File: src/pkg/sfc_params.svh
`ifndef SFC_PARAMS_SVH
`define SFC_PARAMS_SVH
// command codes
`define SFC_OP_SETWL 8'h06
`define SFC_OP_CLRWL 8'h04
`define SFC_OP_STWR  8'h01
`define SFC_OP_STRD  8'h05
`define SFC_OP_IDRD  8'h9F
`define SFC_OP_READ  8'h03
`define SFC_OP_FAST  8'h0B
`define SFC_OP_SFDP  8'h5A
`define SFC_OP_DUAL  8'h3B
`define SFC_OP_SIG   8'hAB
`define SFC_OP_MKID  8'h90
`define SFC_OP_SECT  8'h20
`define SFC_OP_BE1   8'h52
`define SFC_OP_BE2   8'hD8
`define SFC_OP_CE1   8'h60
`define SFC_OP_CE2   8'hC7
`define SFC_OP_PROG  8'h02
`define SFC_OP_SLEEP 8'hB9
// frame lengths in serial clocks
`define SFC_LEN_CMD  16'h0008
`define SFC_LEN_STAT 16'h0010
`define SFC_LEN_ADDR 16'h0020
`define SFC_LEN_DUMY 16'h0028
// array organisation
`define SFC_SECT_MASK 19'h7_F000
`define SFC_BLK_MASK  19'h7_0000
`define SFC_PAGE_MASK 19'h7_FF00
`define SFC_SFDP_FILL 8'hFF
// register map
`define SFC_REG_STATUS 4'h0
`define SFC_REG_CTRL   4'h4
`define SFC_REG_LAST   4'h8
// timing, microseconds at the core clock rate
`define SFC_CLK_MHZ    100
`define SFC_T_PROG_US  1000
`define SFC_T_STAT_US  1000
`define SFC_T_SECT_US  40000
`define SFC_T_BLK_US   400000
`define SFC_T_CE_US    4000000
`endif

File: src/pkg/sfc_pkg.sv
package sfc_pkg;
   typedef enum logic [1:0] {ST_STANDBY, ST_CMD, ST_ACTIVE, ST_IGNORE} sfc_state_t;
   typedef enum logic [4:0] {
      CMD_NONE, CMD_SETWL, CMD_CLRWL, CMD_STWR, CMD_STRD, CMD_IDRD, CMD_READ, CMD_FAST,
      CMD_SFDP, CMD_DUAL, CMD_SIG, CMD_MKID, CMD_SECT, CMD_BLK, CMD_CE, CMD_PROG, CMD_SLEEP
   } sfc_cmd_t;
   typedef enum logic [1:0] {OP_PROG, OP_STAT, OP_ERASE_SECT, OP_ERASE_BLK} sfc_op_kind_t;
   typedef struct packed {
      logic cs_n;
      logic sclk;
      logic lane0;
      logic lane1;
   } sfc_pins_t;
   typedef struct packed {
      sfc_op_kind_t kind;
      logic         chip;
      logic [18:0]  addr;
   } sfc_op_t;
   typedef struct packed {
      logic [18:0] addr;
      logic [7:0]  data;
   } sfc_prog_t;
endpackage : sfc_pkg

File: src/design/sfc_flash_if.sv
// What this block does
// works with bus mode 0 and mode 3; only clock edges matter
// sample input on rising serial clock, change output on falling
// accept 75MHz single lane, 70MHz dual lane serial clock; sampling here limits it to about a quarter of clk_i
// 128 sectors of 4K bytes, each erasable alone
// 8 blocks of 64K bytes, sixteen sectors each, each erasable alone
// program at most one 256-byte page, self-timed, at most 1ms
// dual read drives both lanes, two bits per clock
// unknown command: standby, output off, ignore until next select
// known command: active until chip select rises
// read commands stream data; host may deselect after any bit
// write-type commands run only if deselected on a byte boundary
// array access ignored while a timed operation runs
// write_in_progress shows program and erase completion
// deselected and idle means standby
// reset gives standby and a clear write_enable_latch
// data-changing commands need write_enable_latch set first
// latch clears on disable, status write, program and erase completion
// deep sleep accepts only wake and signature read
// protect_level_bits fence a region against program and erase
// host programs only erased pages; no erase before program
// erase by sector, block or whole array, self-timed
// command length checked to whole bytes before acceptance
// bytes travel most significant bit first, command byte first
//
// Decided for this implementation: the strobed register port and the address map.
`timescale 1ns/10ps
`include "sfc_params.svh"
module sfc_flash_if #(
   parameter int PROG_CYC = `SFC_T_PROG_US * `SFC_CLK_MHZ,
   parameter int STAT_CYC = `SFC_T_STAT_US * `SFC_CLK_MHZ,
   parameter int SECT_CYC = `SFC_T_SECT_US * `SFC_CLK_MHZ,
   parameter int BLK_CYC  = `SFC_T_BLK_US * `SFC_CLK_MHZ,
   parameter int CE_CYC   = `SFC_T_CE_US * `SFC_CLK_MHZ,
   parameter logic [7:0] MAKER_ID = 8'hA5, // arbitrary value
   parameter logic [7:0] DEV_ID_HI = 8'h5A, // arbitrary value
   parameter logic [7:0] DEV_ID_LO = 8'h3C, // arbitrary value
   parameter logic [7:0] SIG_ID    = 8'hC3  // arbitrary value
) (
   input  wire logic              clk_i,
   input  wire logic              arst_n_i,
   input  wire logic              ce_i,
   input  wire sfc_pkg::sfc_pins_t pins_i,
   output logic                   lane0_o,
   output logic                   lane0_oe_n_o,
   output logic                   lane1_o,
   output logic                   lane1_oe_n_o,
   output logic [18:0]            mem_addr_o,
   input  wire logic [7:0]        mem_rdata_i,
   output logic                   op_start_o,
   output sfc_pkg::sfc_op_t       op_o,
   output logic                   prog_valid_o,
   output sfc_pkg::sfc_prog_t     prog_o,
   output logic                   busy_o,
   input  wire logic [3:0]        reg_addr_i,
   input  wire logic [31:0]       reg_wdata_i,
   input  wire logic              reg_wr_i,
   input  wire logic              reg_rd_i,
   output logic [31:0]            reg_rdata_o
);
   import sfc_pkg::*;

   logic [3:0]  pin_q, pin_r, pin_f;
   sfc_state_t  state_reg;
   sfc_cmd_t    cmd_reg;
   logic [15:0] bit_cnt_reg;
   logic [7:0]  shift_reg;
   logic [23:0] addr_sh_reg;
   logic [18:0] addr_reg;
   logic [7:0]  status_write_cmd_reg;
   logic [7:0]  out_byte_reg;
   logic [2:0]  sub_reg;
   logic [7:0]  idx_reg;
   logic        drive_reg, dual_reg, lane0_reg, lane1_reg;
   logic        wlatch_reg, deep_reg, hw_lock_reg;
   logic [2:0]  bp_reg;
   logic [31:0] op_cnt_reg;
   logic [7:0]  last_reg;
   logic        cs_fall, cs_rise, sck_rise, sck_fall, si;

   sfc_pin_sync #(.W(4)) u_sync (
      .clk_i    (clk_i),
      .arst_n_i (arst_n_i),
      .ce_i     (ce_i),
      .d_i      (pins_i),
      .q_o      (pin_q),
      .rise_o   (pin_r),
      .fall_o   (pin_f)
   );
   assign cs_fall  = pin_f[3];
   assign cs_rise  = pin_r[3];
   assign sck_rise = pin_r[2] && !pin_q[3];
   assign sck_fall = pin_f[2] && !pin_q[3];
   assign si       = pin_q[1];

   ////////////////////////////////////////////////////////////////////////////////
   function automatic sfc_cmd_t decode(input logic [7:0] op);
      case (op)
         `SFC_OP_SETWL: decode = CMD_SETWL;
         `SFC_OP_CLRWL: decode = CMD_CLRWL;
         `SFC_OP_STWR:  decode = CMD_STWR;
         `SFC_OP_STRD:  decode = CMD_STRD;
         `SFC_OP_IDRD:  decode = CMD_IDRD;
         `SFC_OP_READ:  decode = CMD_READ;
         `SFC_OP_FAST:  decode = CMD_FAST;
         `SFC_OP_SFDP:  decode = CMD_SFDP;
         `SFC_OP_DUAL:  decode = CMD_DUAL;
         `SFC_OP_SIG:   decode = CMD_SIG;
         `SFC_OP_MKID:  decode = CMD_MKID;
         `SFC_OP_SECT:  decode = CMD_SECT;
         `SFC_OP_BE1, `SFC_OP_BE2: decode = CMD_BLK;
         `SFC_OP_CE1, `SFC_OP_CE2: decode = CMD_CE;
         `SFC_OP_PROG:  decode = CMD_PROG;
         `SFC_OP_SLEEP: decode = CMD_SLEEP;
         default:       decode = CMD_NONE;
      endcase
   endfunction : decode

   // first serial clock that carries output data
   function automatic logic [15:0] out_start(input sfc_cmd_t c);
      case (c)
         CMD_STRD, CMD_IDRD:           out_start = `SFC_LEN_CMD;
         CMD_READ, CMD_SIG, CMD_MKID:  out_start = `SFC_LEN_ADDR;
         CMD_FAST, CMD_SFDP, CMD_DUAL: out_start = `SFC_LEN_DUMY;
         default:                      out_start = 16'hFFFF;
      endcase
   endfunction : out_start

   function automatic logic blocked(input logic [2:0] bp, input logic [2:0] blk);
      case (bp)
         3'h0:    blocked = 1'b0;
         3'h1:    blocked = (blk == 3'h7);
         3'h2:    blocked = (blk >= 3'h6);
         3'h3:    blocked = (blk >= 3'h4);
         default: blocked = 1'b1;
      endcase
   endfunction : blocked

   ////////////////////////////////////////////////////////////////////////////////
   logic [7:0] cmd_byte;
   sfc_cmd_t   cmd_new;
   logic       busy, accept, is_array, is_write;
   assign busy     = (op_cnt_reg != 32'h0000_0000);
   assign cmd_byte = {shift_reg[6:0], si};
   assign cmd_new  = decode(cmd_byte);
   assign is_array = cmd_new inside {CMD_READ, CMD_FAST, CMD_DUAL, CMD_SFDP};
   assign is_write = cmd_new inside {CMD_SETWL, CMD_CLRWL, CMD_STWR, CMD_SECT, CMD_BLK, CMD_CE, CMD_PROG};
   always_comb begin
      accept = (cmd_new != CMD_NONE);
      if (deep_reg && cmd_new != CMD_SIG) accept = 1'b0;
      if (busy && (is_array || is_write)) accept = 1'b0;
   end

   always_ff @(posedge clk_i or negedge arst_n_i) begin
      if (!arst_n_i) begin
         state_reg   <= ST_STANDBY;
         cmd_reg     <= CMD_NONE;
         bit_cnt_reg <= 16'h0000;
         shift_reg   <= 8'h00;
         addr_sh_reg <= 24'h00_0000;
      end else if (ce_i) begin
         if (cs_rise) begin
            state_reg <= ST_STANDBY;
         end else if (cs_fall) begin
            state_reg   <= ST_CMD;
            bit_cnt_reg <= 16'h0000;
         end else if (sck_rise && state_reg != ST_IGNORE && state_reg != ST_STANDBY) begin
            bit_cnt_reg <= bit_cnt_reg + 16'h0001;
            shift_reg   <= cmd_byte;
            addr_sh_reg <= {addr_sh_reg[22:0], si};
            if (state_reg == ST_CMD && bit_cnt_reg == `SFC_LEN_CMD - 16'h0001) begin
               cmd_reg   <= cmd_new;
               state_reg <= accept ? ST_ACTIVE : ST_IGNORE;
            end
         end
      end
   end
   ignore_quiet_a: assert property (@(posedge clk_i) disable iff (!arst_n_i)
      state_reg == ST_IGNORE |-> lane1_oe_n_o && lane0_oe_n_o) else $error("output driven after bad command");
   standby_idle_a: assert property (@(posedge clk_i) disable iff (!arst_n_i)
      pin_q[3] && $past(pin_q[3]) |-> state_reg == ST_STANDBY) else $error("not standby while deselected");
   sleep_gate_a: assert property (@(posedge clk_i) disable iff (!arst_n_i)
      deep_reg && state_reg == ST_ACTIVE |-> cmd_reg == CMD_SIG) else $error("command accepted in deep sleep");

   // address and status byte capture
   always_ff @(posedge clk_i or negedge arst_n_i) begin
      if (!arst_n_i) begin
         addr_reg <= 19'h0_0000;
         status_write_cmd_reg <= 8'h00;
      end else if (ce_i && sck_rise && state_reg == ST_ACTIVE) begin
         if (bit_cnt_reg == `SFC_LEN_ADDR - 16'h0001)
            addr_reg <= {addr_sh_reg[17:0], si};
         if (bit_cnt_reg == `SFC_LEN_STAT - 16'h0001)
            status_write_cmd_reg <= cmd_byte;
      end
   end

   ////////////////////////////////////////////////////////////////////////////////
   // output side; live status is re-read per byte so polling sees the busy flag drop
   logic [7:0] status_byte, fresh, cur;
   logic       out_phase, last_sub;
   assign status_byte = {3'h0, bp_reg, wlatch_reg, busy};
   assign out_phase   = state_reg == ST_ACTIVE && bit_cnt_reg >= out_start(cmd_reg);
   assign last_sub    = dual_reg ? (sub_reg == 3'h3) : (sub_reg == 3'h7);
   always_comb begin
      case (cmd_reg)
         CMD_STRD: fresh = status_byte;
         CMD_IDRD: fresh = (idx_reg == 8'h00) ? MAKER_ID : (idx_reg == 8'h01) ? DEV_ID_HI :
                           (idx_reg == 8'h02) ? DEV_ID_LO : 8'h00;
         CMD_SIG:  fresh = SIG_ID;
         CMD_MKID: fresh = (idx_reg[0] ^ addr_reg[0]) ? DEV_ID_LO : MAKER_ID;
         CMD_SFDP: fresh = `SFC_SFDP_FILL;
         default:  fresh = mem_rdata_i;
      endcase
      cur = (sub_reg == 3'h0) ? fresh : out_byte_reg;
   end

   always_ff @(posedge clk_i or negedge arst_n_i) begin
      if (!arst_n_i) begin
         drive_reg    <= 1'b0;
         dual_reg     <= 1'b0;
         lane0_reg    <= 1'b0;
         lane1_reg    <= 1'b0;
         sub_reg      <= 3'h0;
         idx_reg      <= 8'h00;
         out_byte_reg <= 8'h00;
         mem_addr_o   <= 19'h0_0000;
      end else if (ce_i) begin
         if (cs_rise || cs_fall) begin
            drive_reg <= 1'b0;
            dual_reg  <= 1'b0;
            sub_reg   <= 3'h0;
            idx_reg   <= 8'h00;
         end else if (sck_rise && state_reg == ST_ACTIVE && bit_cnt_reg == `SFC_LEN_ADDR - 16'h0001) begin
            mem_addr_o <= {addr_sh_reg[17:0], si};
         end else if (sck_fall && out_phase) begin
            drive_reg    <= 1'b1;
            dual_reg     <= (cmd_reg == CMD_DUAL);
            out_byte_reg <= cur;
            sub_reg      <= last_sub ? 3'h0 : sub_reg + 3'h1;
            if (cmd_reg == CMD_DUAL) begin
               lane1_reg <= cur[3'h7 - {sub_reg[1:0], 1'b0}];
               lane0_reg <= cur[3'h6 - {sub_reg[1:0], 1'b0}];
            end else begin
               lane1_reg <= cur[3'h7 - sub_reg];
            end
            if (last_sub) begin
               idx_reg    <= idx_reg + 8'h01;
               mem_addr_o <= mem_addr_o + 19'h0_0001;
            end
         end
      end
   end
   assign lane1_o      = lane1_reg;
   assign lane0_o      = lane0_reg;
   assign lane1_oe_n_o = !drive_reg;
   assign lane0_oe_n_o = !(drive_reg && dual_reg);
   dual_lanes_a: assert property (@(posedge clk_i) disable iff (!arst_n_i)
      drive_reg && cmd_reg == CMD_DUAL |-> !lane0_oe_n_o && !lane1_oe_n_o) else $error("dual read one lane");
   deselect_off_a: assert property (@(posedge clk_i) disable iff (!arst_n_i)
      ce_i && cs_rise |=> lane1_oe_n_o) else $error("output still driven after deselect");

   ////////////////////////////////////////////////////////////////////////////////
   // execution at deselect; length must land on the byte boundary for write-type commands
   logic       len_ok, go_op;
   sfc_op_t    op_next;
   logic [31:0] cyc_next;
   always_comb begin
      len_ok   = 1'b0;
      go_op    = 1'b0;
      op_next  = '{kind: OP_PROG, chip: 1'b0, addr: addr_reg};
      cyc_next = 32'h0000_0000;
      case (cmd_reg)
         CMD_SETWL, CMD_CLRWL, CMD_SLEEP: len_ok = (bit_cnt_reg == `SFC_LEN_CMD);
         CMD_STWR: begin
            len_ok   = (bit_cnt_reg == `SFC_LEN_STAT);
            go_op    = len_ok && wlatch_reg;
            op_next.kind = OP_STAT;
            cyc_next = STAT_CYC;
         end
         CMD_SECT: begin
            len_ok   = (bit_cnt_reg == `SFC_LEN_ADDR);
            go_op    = len_ok && wlatch_reg && !blocked(bp_reg, addr_reg[18:16]);
            op_next  = '{kind: OP_ERASE_SECT, chip: 1'b0, addr: addr_reg & `SFC_SECT_MASK};
            cyc_next = SECT_CYC;
         end
         CMD_BLK: begin
            len_ok   = (bit_cnt_reg == `SFC_LEN_ADDR);
            go_op    = len_ok && wlatch_reg && !blocked(bp_reg, addr_reg[18:16]);
            op_next  = '{kind: OP_ERASE_BLK, chip: 1'b0, addr: addr_reg & `SFC_BLK_MASK};
            cyc_next = BLK_CYC;
         end
         CMD_CE: begin
            len_ok   = (bit_cnt_reg == `SFC_LEN_CMD);
            go_op    = len_ok && wlatch_reg && (bp_reg == 3'h0);
            op_next  = '{kind: OP_ERASE_BLK, chip: 1'b1, addr: 19'h0_0000};
            cyc_next = CE_CYC;
         end
         CMD_PROG: begin
            len_ok   = (bit_cnt_reg >= `SFC_LEN_DUMY) && (bit_cnt_reg[2:0] == 3'h0);
            go_op    = len_ok && wlatch_reg && !blocked(bp_reg, addr_reg[18:16]);
            cyc_next = PROG_CYC;
         end
         default: len_ok = 1'b1;
      endcase
      if (!(ce_i && cs_rise && state_reg == ST_ACTIVE)) begin
         len_ok = 1'b0;
         go_op  = 1'b0;
      end
   end

   always_ff @(posedge clk_i or negedge arst_n_i) begin
      if (!arst_n_i) begin
         op_cnt_reg <= 32'h0000_0000;
         op_start_o <= 1'b0;
         op_o       <= '0;
      end else if (ce_i) begin
         op_start_o <= go_op;
         if (go_op) begin
            op_cnt_reg <= cyc_next;
            op_o       <= op_next;
         end else if (busy) begin
            op_cnt_reg <= op_cnt_reg - 32'h0000_0001;
         end
      end
   end
   assign busy_o = busy;
   boundary_only_a: assert property (@(posedge clk_i) disable iff (!arst_n_i)
      op_start_o |-> $past(bit_cnt_reg[2:0]) == 3'h0 && $past(wlatch_reg)) else $error("operation off byte boundary");
   no_restart_a: assert property (@(posedge clk_i) disable iff (!arst_n_i)
      $past(busy) && $past(ce_i) |-> !op_start_o) else $error("operation started while busy");
   fence_a: assert property (@(posedge clk_i) disable iff (!arst_n_i)
      op_start_o && op_o.kind != OP_STAT && !op_o.chip |-> !blocked(bp_reg, op_o.addr[18:16]))
      else $error("protected region altered");

   // latch, protect level and sleep state
   always_ff @(posedge clk_i or negedge arst_n_i) begin
      if (!arst_n_i) begin
         wlatch_reg <= 1'b0;
         bp_reg     <= 3'h0;
         deep_reg   <= 1'b0;
      end else if (ce_i) begin
         if (len_ok && cmd_reg == CMD_SETWL) wlatch_reg <= 1'b1;
         if (len_ok && cmd_reg == CMD_CLRWL) wlatch_reg <= 1'b0;
         if (op_cnt_reg == 32'h0000_0001) wlatch_reg <= 1'b0;
         if (go_op && cmd_reg == CMD_STWR && !hw_lock_reg) bp_reg <= status_write_cmd_reg[4:2];
         if (len_ok && cmd_reg == CMD_SLEEP) deep_reg <= 1'b1;
         if (len_ok && cmd_reg == CMD_SIG) deep_reg <= 1'b0;
      end
   end
   wel_done_a: assert property (@(posedge clk_i) disable iff (!arst_n_i)
      ce_i && op_cnt_reg == 32'h0000_0001 |=> !wlatch_reg && !busy) else $error("latch left set after operation");
   reset_state_a: assert property (@(posedge clk_i)
      $rose(arst_n_i) |-> !wlatch_reg && state_reg == ST_STANDBY) else $error("bad state after reset");

   // program bytes stream out as they arrive, wrapping inside the page; op_start commits them
   always_ff @(posedge clk_i or negedge arst_n_i) begin
      if (!arst_n_i) begin
         prog_valid_o <= 1'b0;
         prog_o       <= '0;
      end else if (ce_i) begin
         prog_valid_o <= 1'b0;
         if (sck_rise && state_reg == ST_ACTIVE && cmd_reg == CMD_PROG &&
             bit_cnt_reg >= `SFC_LEN_ADDR && bit_cnt_reg[2:0] == 3'h7) begin
            prog_valid_o <= 1'b1;
            prog_o.data  <= cmd_byte;
            prog_o.addr  <= (addr_reg & `SFC_PAGE_MASK) |
                            {11'h000, addr_reg[7:0] + bit_cnt_reg[10:3] - 8'h04};
         end
      end
   end

   ////////////////////////////////////////////////////////////////////////////////
   always_ff @(posedge clk_i or negedge arst_n_i) begin
      if (!arst_n_i) begin
         hw_lock_reg <= 1'b0;
         last_reg    <= 8'h00;
         reg_rdata_o <= 32'h0000_0000;
      end else if (ce_i) begin
         if (reg_wr_i && reg_addr_i == `SFC_REG_CTRL) hw_lock_reg <= reg_wdata_i[0];
         if (sck_rise && state_reg == ST_CMD && bit_cnt_reg == `SFC_LEN_CMD - 16'h0001 && accept)
            last_reg <= cmd_byte;
         reg_rdata_o <= 32'h0000_0000;
         if (reg_rd_i) begin
            case (reg_addr_i)
               `SFC_REG_STATUS: reg_rdata_o <= {26'h000_0000, deep_reg, status_byte[4:0]};
               `SFC_REG_CTRL:   reg_rdata_o <= {31'h0000_0000, hw_lock_reg};
               `SFC_REG_LAST:   reg_rdata_o <= {24'h00_0000, last_reg};
               default:         reg_rdata_o <= 32'h0000_0000;
            endcase
         end
      end
   end
   // sampling limits the serial clock to about a quarter of clk_i, well under 75 MHz / 70 MHz
endmodule : sfc_flash_if

File: src/design/sfc_pin_sync.sv
`timescale 1ns/10ps
module sfc_pin_sync #(parameter int W = 4) (
   input  wire logic         clk_i,
   input  wire logic         arst_n_i,
   input  wire logic         ce_i,
   input  wire logic [W-1:0] d_i,
   output logic      [W-1:0] q_o,
   output logic      [W-1:0] rise_o,
   output logic      [W-1:0] fall_o
);
   logic [W-1:0] meta_reg;
   logic [W-1:0] sync_reg;
   logic [W-1:0] prev_reg;
   // reset to all ones: chip select idles high, clock edges are judged by change only
   always_ff @(posedge clk_i or negedge arst_n_i) begin
      if (!arst_n_i) begin
         meta_reg <= '1;
         sync_reg <= '1;
         prev_reg <= '1;
      end else if (ce_i) begin
         meta_reg <= d_i;
         sync_reg <= meta_reg;
         prev_reg <= sync_reg;
      end
   end
   assign q_o    = sync_reg;
   assign rise_o = sync_reg & ~prev_reg & {W{ce_i}};
   assign fall_o = ~sync_reg & prev_reg & {W{ce_i}};
endmodule : sfc_pin_sync

File: config.mk
export PLATFORM = sky130hd
export DESIGN_NAME = sfc_flash_if
export DESIGN_NICKNAME = d
export VERILOG_FILES = /design/src/pkg/sfc_pkg.sv /design/src/design/sfc_flash_if.sv /design/src/design/sfc_pin_sync.sv
export VERILOG_INCLUDE_DIRS = /design/src /design/src/pkg
export SDC_FILE = /design/constraint.sdc
export NUM_CORES = 1
export LEC_CHECK = 0
export BUFFER_PORTS_ARGS = -buffer_cell sky130_fd_sc_hd__buf_2
export CAP_MARGIN = 0
export CORE_MARGIN = 3
export CORE_UTILIZATION = 40
export CTS_BUF_LIST = sky130_fd_sc_hd__clkbuf_2
export CTS_CLUSTER_SIZE = 10
export DETAILED_ROUTE_END_ITERATION = 16
export GPL_ROUTABILITY_DRIVEN = 1
export GPL_TIMING_DRIVEN = 0
export PLACE_DENSITY = 0.63
export SLEW_MARGIN = 20
export SYNTH_ARGS = -nofsm -noshare
export SYNTH_HDL_FRONTEND = slang
export SYNTH_SLANG_ARGS = --single-unit
File: constraint.sdc
create_clock -name clk_i -period 4.5 [get_ports clk_i]
set_input_delay 0.9 -clock clk_i [delete_from_list [all_inputs] [get_ports clk_i]]
set_output_delay 0.9 -clock clk_i [all_outputs]
set_load 0.1 [all_outputs]
== Yosys cells after proc, flatten, opt, wreduce, memory -nomap -nowiden ==
Memories as Yosys holds them, arrays and structs flattened.
Index checks and enable logic that the tools add are counted.
W data, S select, Z words.

* Register bits: 255
* Latch bits: 0
* RAM bits: 0
* Bits in read-only memories: 256
* Bits of input ports: 53
* Output and inout bits: 107
* Word-level logic and storage cells: 284
* Memories kept: 1

* $add $sub $neg: 10
* Multiply operators: 0
* Divide/modulo/power cells: 0
* Magnitude comparators: 8
* Equality and inequality tests: 66
* Shift operators: 0
* Multiplexer cells: 63
* Bitwise gates (word level): 12
* Reduce and logical (&&, ||, !) cells: 92

{| class="wikitable"
|+ Memories
! name !! words !! width !! read ports !! clocked after Yosys merged registers in !! wr ports !! line !! RTL
|-
| (name not given) || 16 || 16 || 1 || 0 || 0 || sfc_flash_if.sv:121 || <nowiki>case (c)</nowiki>
|}

{| class="wikitable"
|+ Operators by type and width
! cell !! count
|-
| $pmux W29 S4 || 1
|-
| $pmux W5 S16 || 1
|-
| $eq A5 B4 Y1 const B || 14
|-
| $mux W32 || 2
|-
| $mux W8 || 8
|-
| $pmux W20 S3 || 1
|-
| $mux W19 || 3
|-
| $eq A8 B8 Y1 const B || 6
|-
| $mux W16 || 3
|-
| $pmux W8 S5 || 1
|-
| $logic_and A1 B1 Y1 || 38
|-
| $eq A16 B4 Y1 const B || 2
|-
| $eq A16 B5 Y1 const B || 2
|-
| $eq A32 B1 Y1 const B || 1
|-
| $ge A16 B6 Y1 const B || 2
|-
| $reduce_bool A32 Y1 || 1
|-
| $sub A32 B1 Y32 const B || 1
|-
| $mux W1 || 25
|-
| $eq A8 B2 Y1 const B || 3
|-
| $eq A8 B3 Y1 const B || 3
|-
| $eq A8 B7 Y1 const B || 3
|-
| $pmux W8 S3 || 1
|-
| $eq A5 B2 Y1 const B || 4
|-
| $eq A5 B3 Y1 const B || 4
|-
| other kinds (55) || 121
|}

== Depth between registers and ports, before layout ==
* Word-level depth: 13
* Mapped depth: 14
* Mapped depth without buffers: 13

== By module ==
From an unflattened synthesis, not the netlist that was laid out.

* Cells, all modules: 1,258
* Area, all modules: 12,394.4 µm²

{| class="wikitable"
|+ By module, submodules not included
! module !! times used !! cells each !! area an instance (µm²) !! sequential area each (µm²)
|-
| sfc_flash_if || 1 || 1,224 || 11,806.3 || 5,255.0
|-
| sfc_pin_sync || 1 || 34 || 588.1 || 315.3
|}

== Least setup slack after synthesis ==
No wires, ideal clock.

* Kind: reg-to-reg
* Start: register cmd_reg[1]
* End: register mem_addr_o[9]
* Library setup time: 0.120 ns
* Arrival: 3.114 ns
* Data required time: 4.380 ns
* Path slack: 1.266 ns
* Cell stages (with the launch flop): 13
* Path buffers: 2
* Clock period less this slack: 3.234 ns
* Cells stage by stage: dfrtp_1 -> clkbuf_1 -> buf_1 -> nor3b_1 -> ha_1 -> a211o_1 -> a21oi_1 -> o21ai_0 -> a2111oi_0 -> o21ai_1 -> o21ai_0 -> a21oi_1 -> a31o_2

* Cells in the longest elaborated chain, start to end: 7

{| class="wikitable"
|+ RTL lines
! element !! line !! RTL
|-
| start, declared || sfc_flash_if.sv:65 || <nowiki>sfc_cmd_t cmd_reg;</nowiki>
|-
| start signal, assigned || sfc_flash_if.sv:172 || <nowiki>cmd_reg <= cmd_new;</nowiki>
|-
| $mem_v2 Z16 W16 || - ||
|-
| $mux W16 || sfc_flash_if.sv:121 ||
|-
| $ge A16 B16 Y1 || sfc_flash_if.sv:203 || <nowiki>assign out_phase = state_reg == ST_ACTIVE && bit_cnt_reg >= out_start(cmd_reg);</nowiki>
|-
| $logic_and A1 B1 Y1 || sfc_flash_if.sv:203 ||
|-
| $logic_and A1 B1 Y1 || sfc_flash_if.sv:236 || <nowiki>end else if (sck_fall && out_phase) begin</nowiki>
|-
| $reduce_bool A2 Y1 (no source line) || - ||
|-
| $reduce_and A4 Y1 (no source line) || - ||
|-
| end signal, assigned || sfc_flash_if.sv:235 || <nowiki>mem_addr_o <= {addr_sh_reg[17:0], si};</nowiki>
|-
| end signal, assigned || sfc_flash_if.sv:249 || <nowiki>mem_addr_o <= mem_addr_o + 19'h0_0001;</nowiki>
|-
| end, declared || sfc_flash_if.sv:48 || <nowiki>output logic [18:0] mem_addr_o,</nowiki>
|}

No other way between the ends.
A chain may end at the register's enable or synchronous reset.

== Worst setup path in the final report ==
* Start: register cmd_reg[1]
* End: register mem_addr_o[3]

The elaborated chain is that of the path after synthesis.

==> qor.csv <==
stage,metric,value,unit
outcome,outcome,completed,
sta,fin_worst_skew,0.1041,ns
sta,hold_viol,0,
detailed_routing,wl,32.68,mm
worst_hold_path,holdPathStages,2,
synth,ys.flop_type,dfrtp_1,
die,ios,160,
detailed_routing,antenna_left,0,
grt,antenna_found_initial,1,
sta,fin_crit,3.947,ns
clock_network,cts_tree,done,
cells_and_area,largest_register_ffs,32,
clock_network,cts_max_level,2,
critical_path,crit_required,5.30,ns
die,start_util,40.93,%
sta,setup_tns,0,ns
clock_network,cts_buffers,58,
grt,busiest_layer,met2,
grt,gr-usage-met1,28.43,%
sta,tightest_slew,0.9622,ns
synth,ys_async_sr_fraction,100.0,%
synth,synth_cells,1224,
detailed_routing,drc_errors,0,
detailed_routing,drt_first_iter_violations,660,
synth,synth_cell_types,81,
cells_and_area,drive_gt1_share,22.16,%
cells_and_area,finish.instance_area,13580,um^2
critical_path,rr_worst_depth,13,
power_and_ir_drop,powerDensity,336.1,nW/um^2
cells_and_area,n_fill_cell,2872,
clock_network,clk_latency,0.90,ns
sta,fmaxAchievable,0.2533,GHz
die,fp.dieW,178.3,um
grt,grt_overflow,0,
synth,ys.warnings.count,0,
synth,avgSynthCellArea,9.703,um^2
place,placed_area,13030,um^2
clock_network,cts_sinks,218,
place,io_buffers,102,
synth,yosysSeqAreaShare,46.02,%
detailed_routing,vias_per_cell,5.378,
cells_and_area,register_area,5465,um^2
critical_path,worst-setup-path-type,register to register,
clock_network,clock-root-buffer,clkbuf_2,
synth,synthTopCellsByArea,"dfrtp_1, mux2_2, ha_1",
synth,yosysTopAreaCellShare,44.25,%
clock_network,post-cts-setup-buffers,0,
synth,synth-edff-count,0,
grt,grt_max_degree,88,
grt,grt_pass1_vias,9799,
critical_path,startpoint,cmd_reg[1],
clock_network,cts_buffer_depth,3,
critical_path,start_kind,register,
clock_network,path_clk_slew,0.09,ns
cells_and_area,layout.nets,1514,
die,fp-row-count,62,
sta,drv_slew,0,
critical_path,timing.rr.end,mem_addr_o[3],
sta,timing.hold.ws,0.2459,ns
grt,grt_util_met3,3.980,%
synth,synth-seq-cells,218,
sta,period_share,87.71,%
cells_and_area,multi_input_area,5953,um^2
cells_and_area,syn_to_final_growth,14.32,%
die,fp.coreArea,29010,um^2
critical_path,endpoint_kind,register,
detailed_routing,dr.pass1.iters,5,
power_and_ir_drop,p_total,4563,uW
die,chipHeight,178.3,um
critical_path,r2r_start,cmd_reg[1],
place,gp_congestion,0.8582,
run,maxCapViolCount,0,
critical_path,rrSetupSlack,0.55,ns
power_and_ir_drop,p_leak,0.006859,uW
sta,slew_headroom,35.36,%
sta,worst_slack,0.5528,ns
worst_hold_path,holdPathEnd,u_sync.meta_reg[1],
sta,setup_viol,0,
detailed_routing,wl_per_cell,17.74,um
worst_hold_path,hp-class,input pin to register,
die,die-area,31790,um^2
grt,grtUsageMet2,32.54,%
synth,yosysTopAreaCell,dfrtp_1,
detailed_routing,vias,9906,
place,place_ws,0.3197,ns
sta,grt_setup_unrepaired,no,
grt,grt_first_pass_wirelength,52.39,mm
synth,netlist_area,11880,um^2
grt,track_usage,20.68,%
critical_path,crit_arrival,4.75,ns
worst_hold_path,min-delay-start,pins_i[1],
critical_path,crit_path_max_fanout,10,
power_and_ir_drop,peakVddDrop,0.1416,mV
place,hpwl,23.69,mm
[what timing repair did]
| action | in CTS | in global routing |
|---|---|---|
| hold buffers | 1 | 0 |
| endpoints found under the setup margin | 0 | 13 |
| endpoints found under the hold margin | 45 | 0 |
| resized for setup | 0 | 2 |
[cell usage in the layout, fill, tap and decap left out, types with 7 or more instances in the layout]
master	n
conb_1	24
xor2_1	28
nor2b_1	18
nand2b_1	16
a21oi_1	74
nor4_1	8
nand4_1	21
clkbuf_2	90
a21o_1	19
nor3_1	30
dfstp_2	8
o21ai_0	55
mux2_2	69
nand3_1	33
dfrtp_1	210
ha_1	47
clkinv_1	7
nor2_1	106
nor3b_1	7
and2_1	8
buf_2	104
mux2i_1	13
and3_1	13
clkbuf_1	44
nand2_1	150
buf_4	25
or3_1	9
inv_1	45
xnor2_1	32
[cell type report]
| type | instances | share of cell area (%) |
|---|---|---|
| diodes | 5 | 0.09216 |
| clock buffers | 90 | 3.318 |
| flip-flops and latches | 218 | 40.25 |
| well taps | 384 | 3.539 |
| clock inverters | 10 | 0.5161 |
| inverters | 45 | 1.244 |
| repair buffers | 106 | 4.368 |
| multi-input cells | 907 | 43.85 |
| plain buffers | 77 | 2.820 |
[Yosys cell counts, types with 3 or more instances]
master     number
inv_1          45
nand3b_1        3
o211ai_1        5
a21oi_1        74
clkbuf_1       44
a22o_1          5
ha_1           47
a31oi_1         5
a22oi_1         5
buf_1           6
nor4bb_1        3
and2_1          8
dfrtp_1       210
xnor2_1        32
mux2_2         69
a211oi_1        4
nand2_1       150
nand4b_1        6
nor4_1          9
mux2_4          3
o221ai_1        3
a21o_1         19
o22a_1          3
o21a_1          5
nand2b_1       16
and3_1         13
o2bb2ai_1       6
nor2_1        106
buf_2           3
or2_2           4
nor3_1         30
buf_4          24
nand3_1        33
a2bb2oi_1       6
dfstp_2         8
mux2i_1        13
nor2b_1        18
o32a_1          3
nor4b_1         5
nor3b_1         7
o21ai_0        56
nand4_1        21
xor2_1         28
or4_1           4
or3_1           9
[logic make-up after synthesis]
| kind of cell | synth area share (%) |
|---|---|
| compound gates | 12.53 |
| xor+xnor | 4.425 |
| fa+ha+maj | 5.120 |
| buf+inv | 4.646 |
| flops | 46.02 |
| mux | 8.017 |
| other cells | 0.03158 |
| simple gates | 19.22 |
[power by group]
part	switching [uW]	internal, uW	total [uW]
logic	534	331	865
clock network	841	583	1420
registers	161	2110	2270
total	1540	3030	4560
[metal layers]
layer  wire (um)  share of wire (%)
met5           0                  0
met4        1068                3.3
met3        1787                5.5
met2       14930                 46
met1       14890                 46
[per-stage QoR]
step                utilization, %  std cells
floorplan                        -       1247
global route                 46.80       1842
finish                       46.80       1842
global placement             44.65       1733
CTS                          46.75       1837
detailed placement           44.92       1736
[worst max path at each step]
stage	end	slack (ns)	cells past startpoint
floorplan	mem_addr_o[9]	1.27	12
global placement	op_o[14]	-1.42	1
detailed placement	mem_addr_o[9]	0.32	12
CTS	mem_addr_o[9]	0.37	12
global route	mem_addr_o[3]	0.06	13
finish	mem_addr_o[3]	0.55	13
[worst max-delay path, cell delays in order, from the launching register on]
cell,delay [ns]
dfrtp_1,0.33
clkbuf_1,0.32
buf_1,0.42
nor3b_1,0.28
ha_1,0.29
a211o_1,0.31
a21oi_1,0.11
o21ai_0,0.11
a2111oi_1,0.52
o21ai_1,0.39
clkbuf_1,0.38
nand3_1,0.18
o21ai_0,0.09
a2bb2oi_1,0.19
Power figures use the tool's default switching activity.
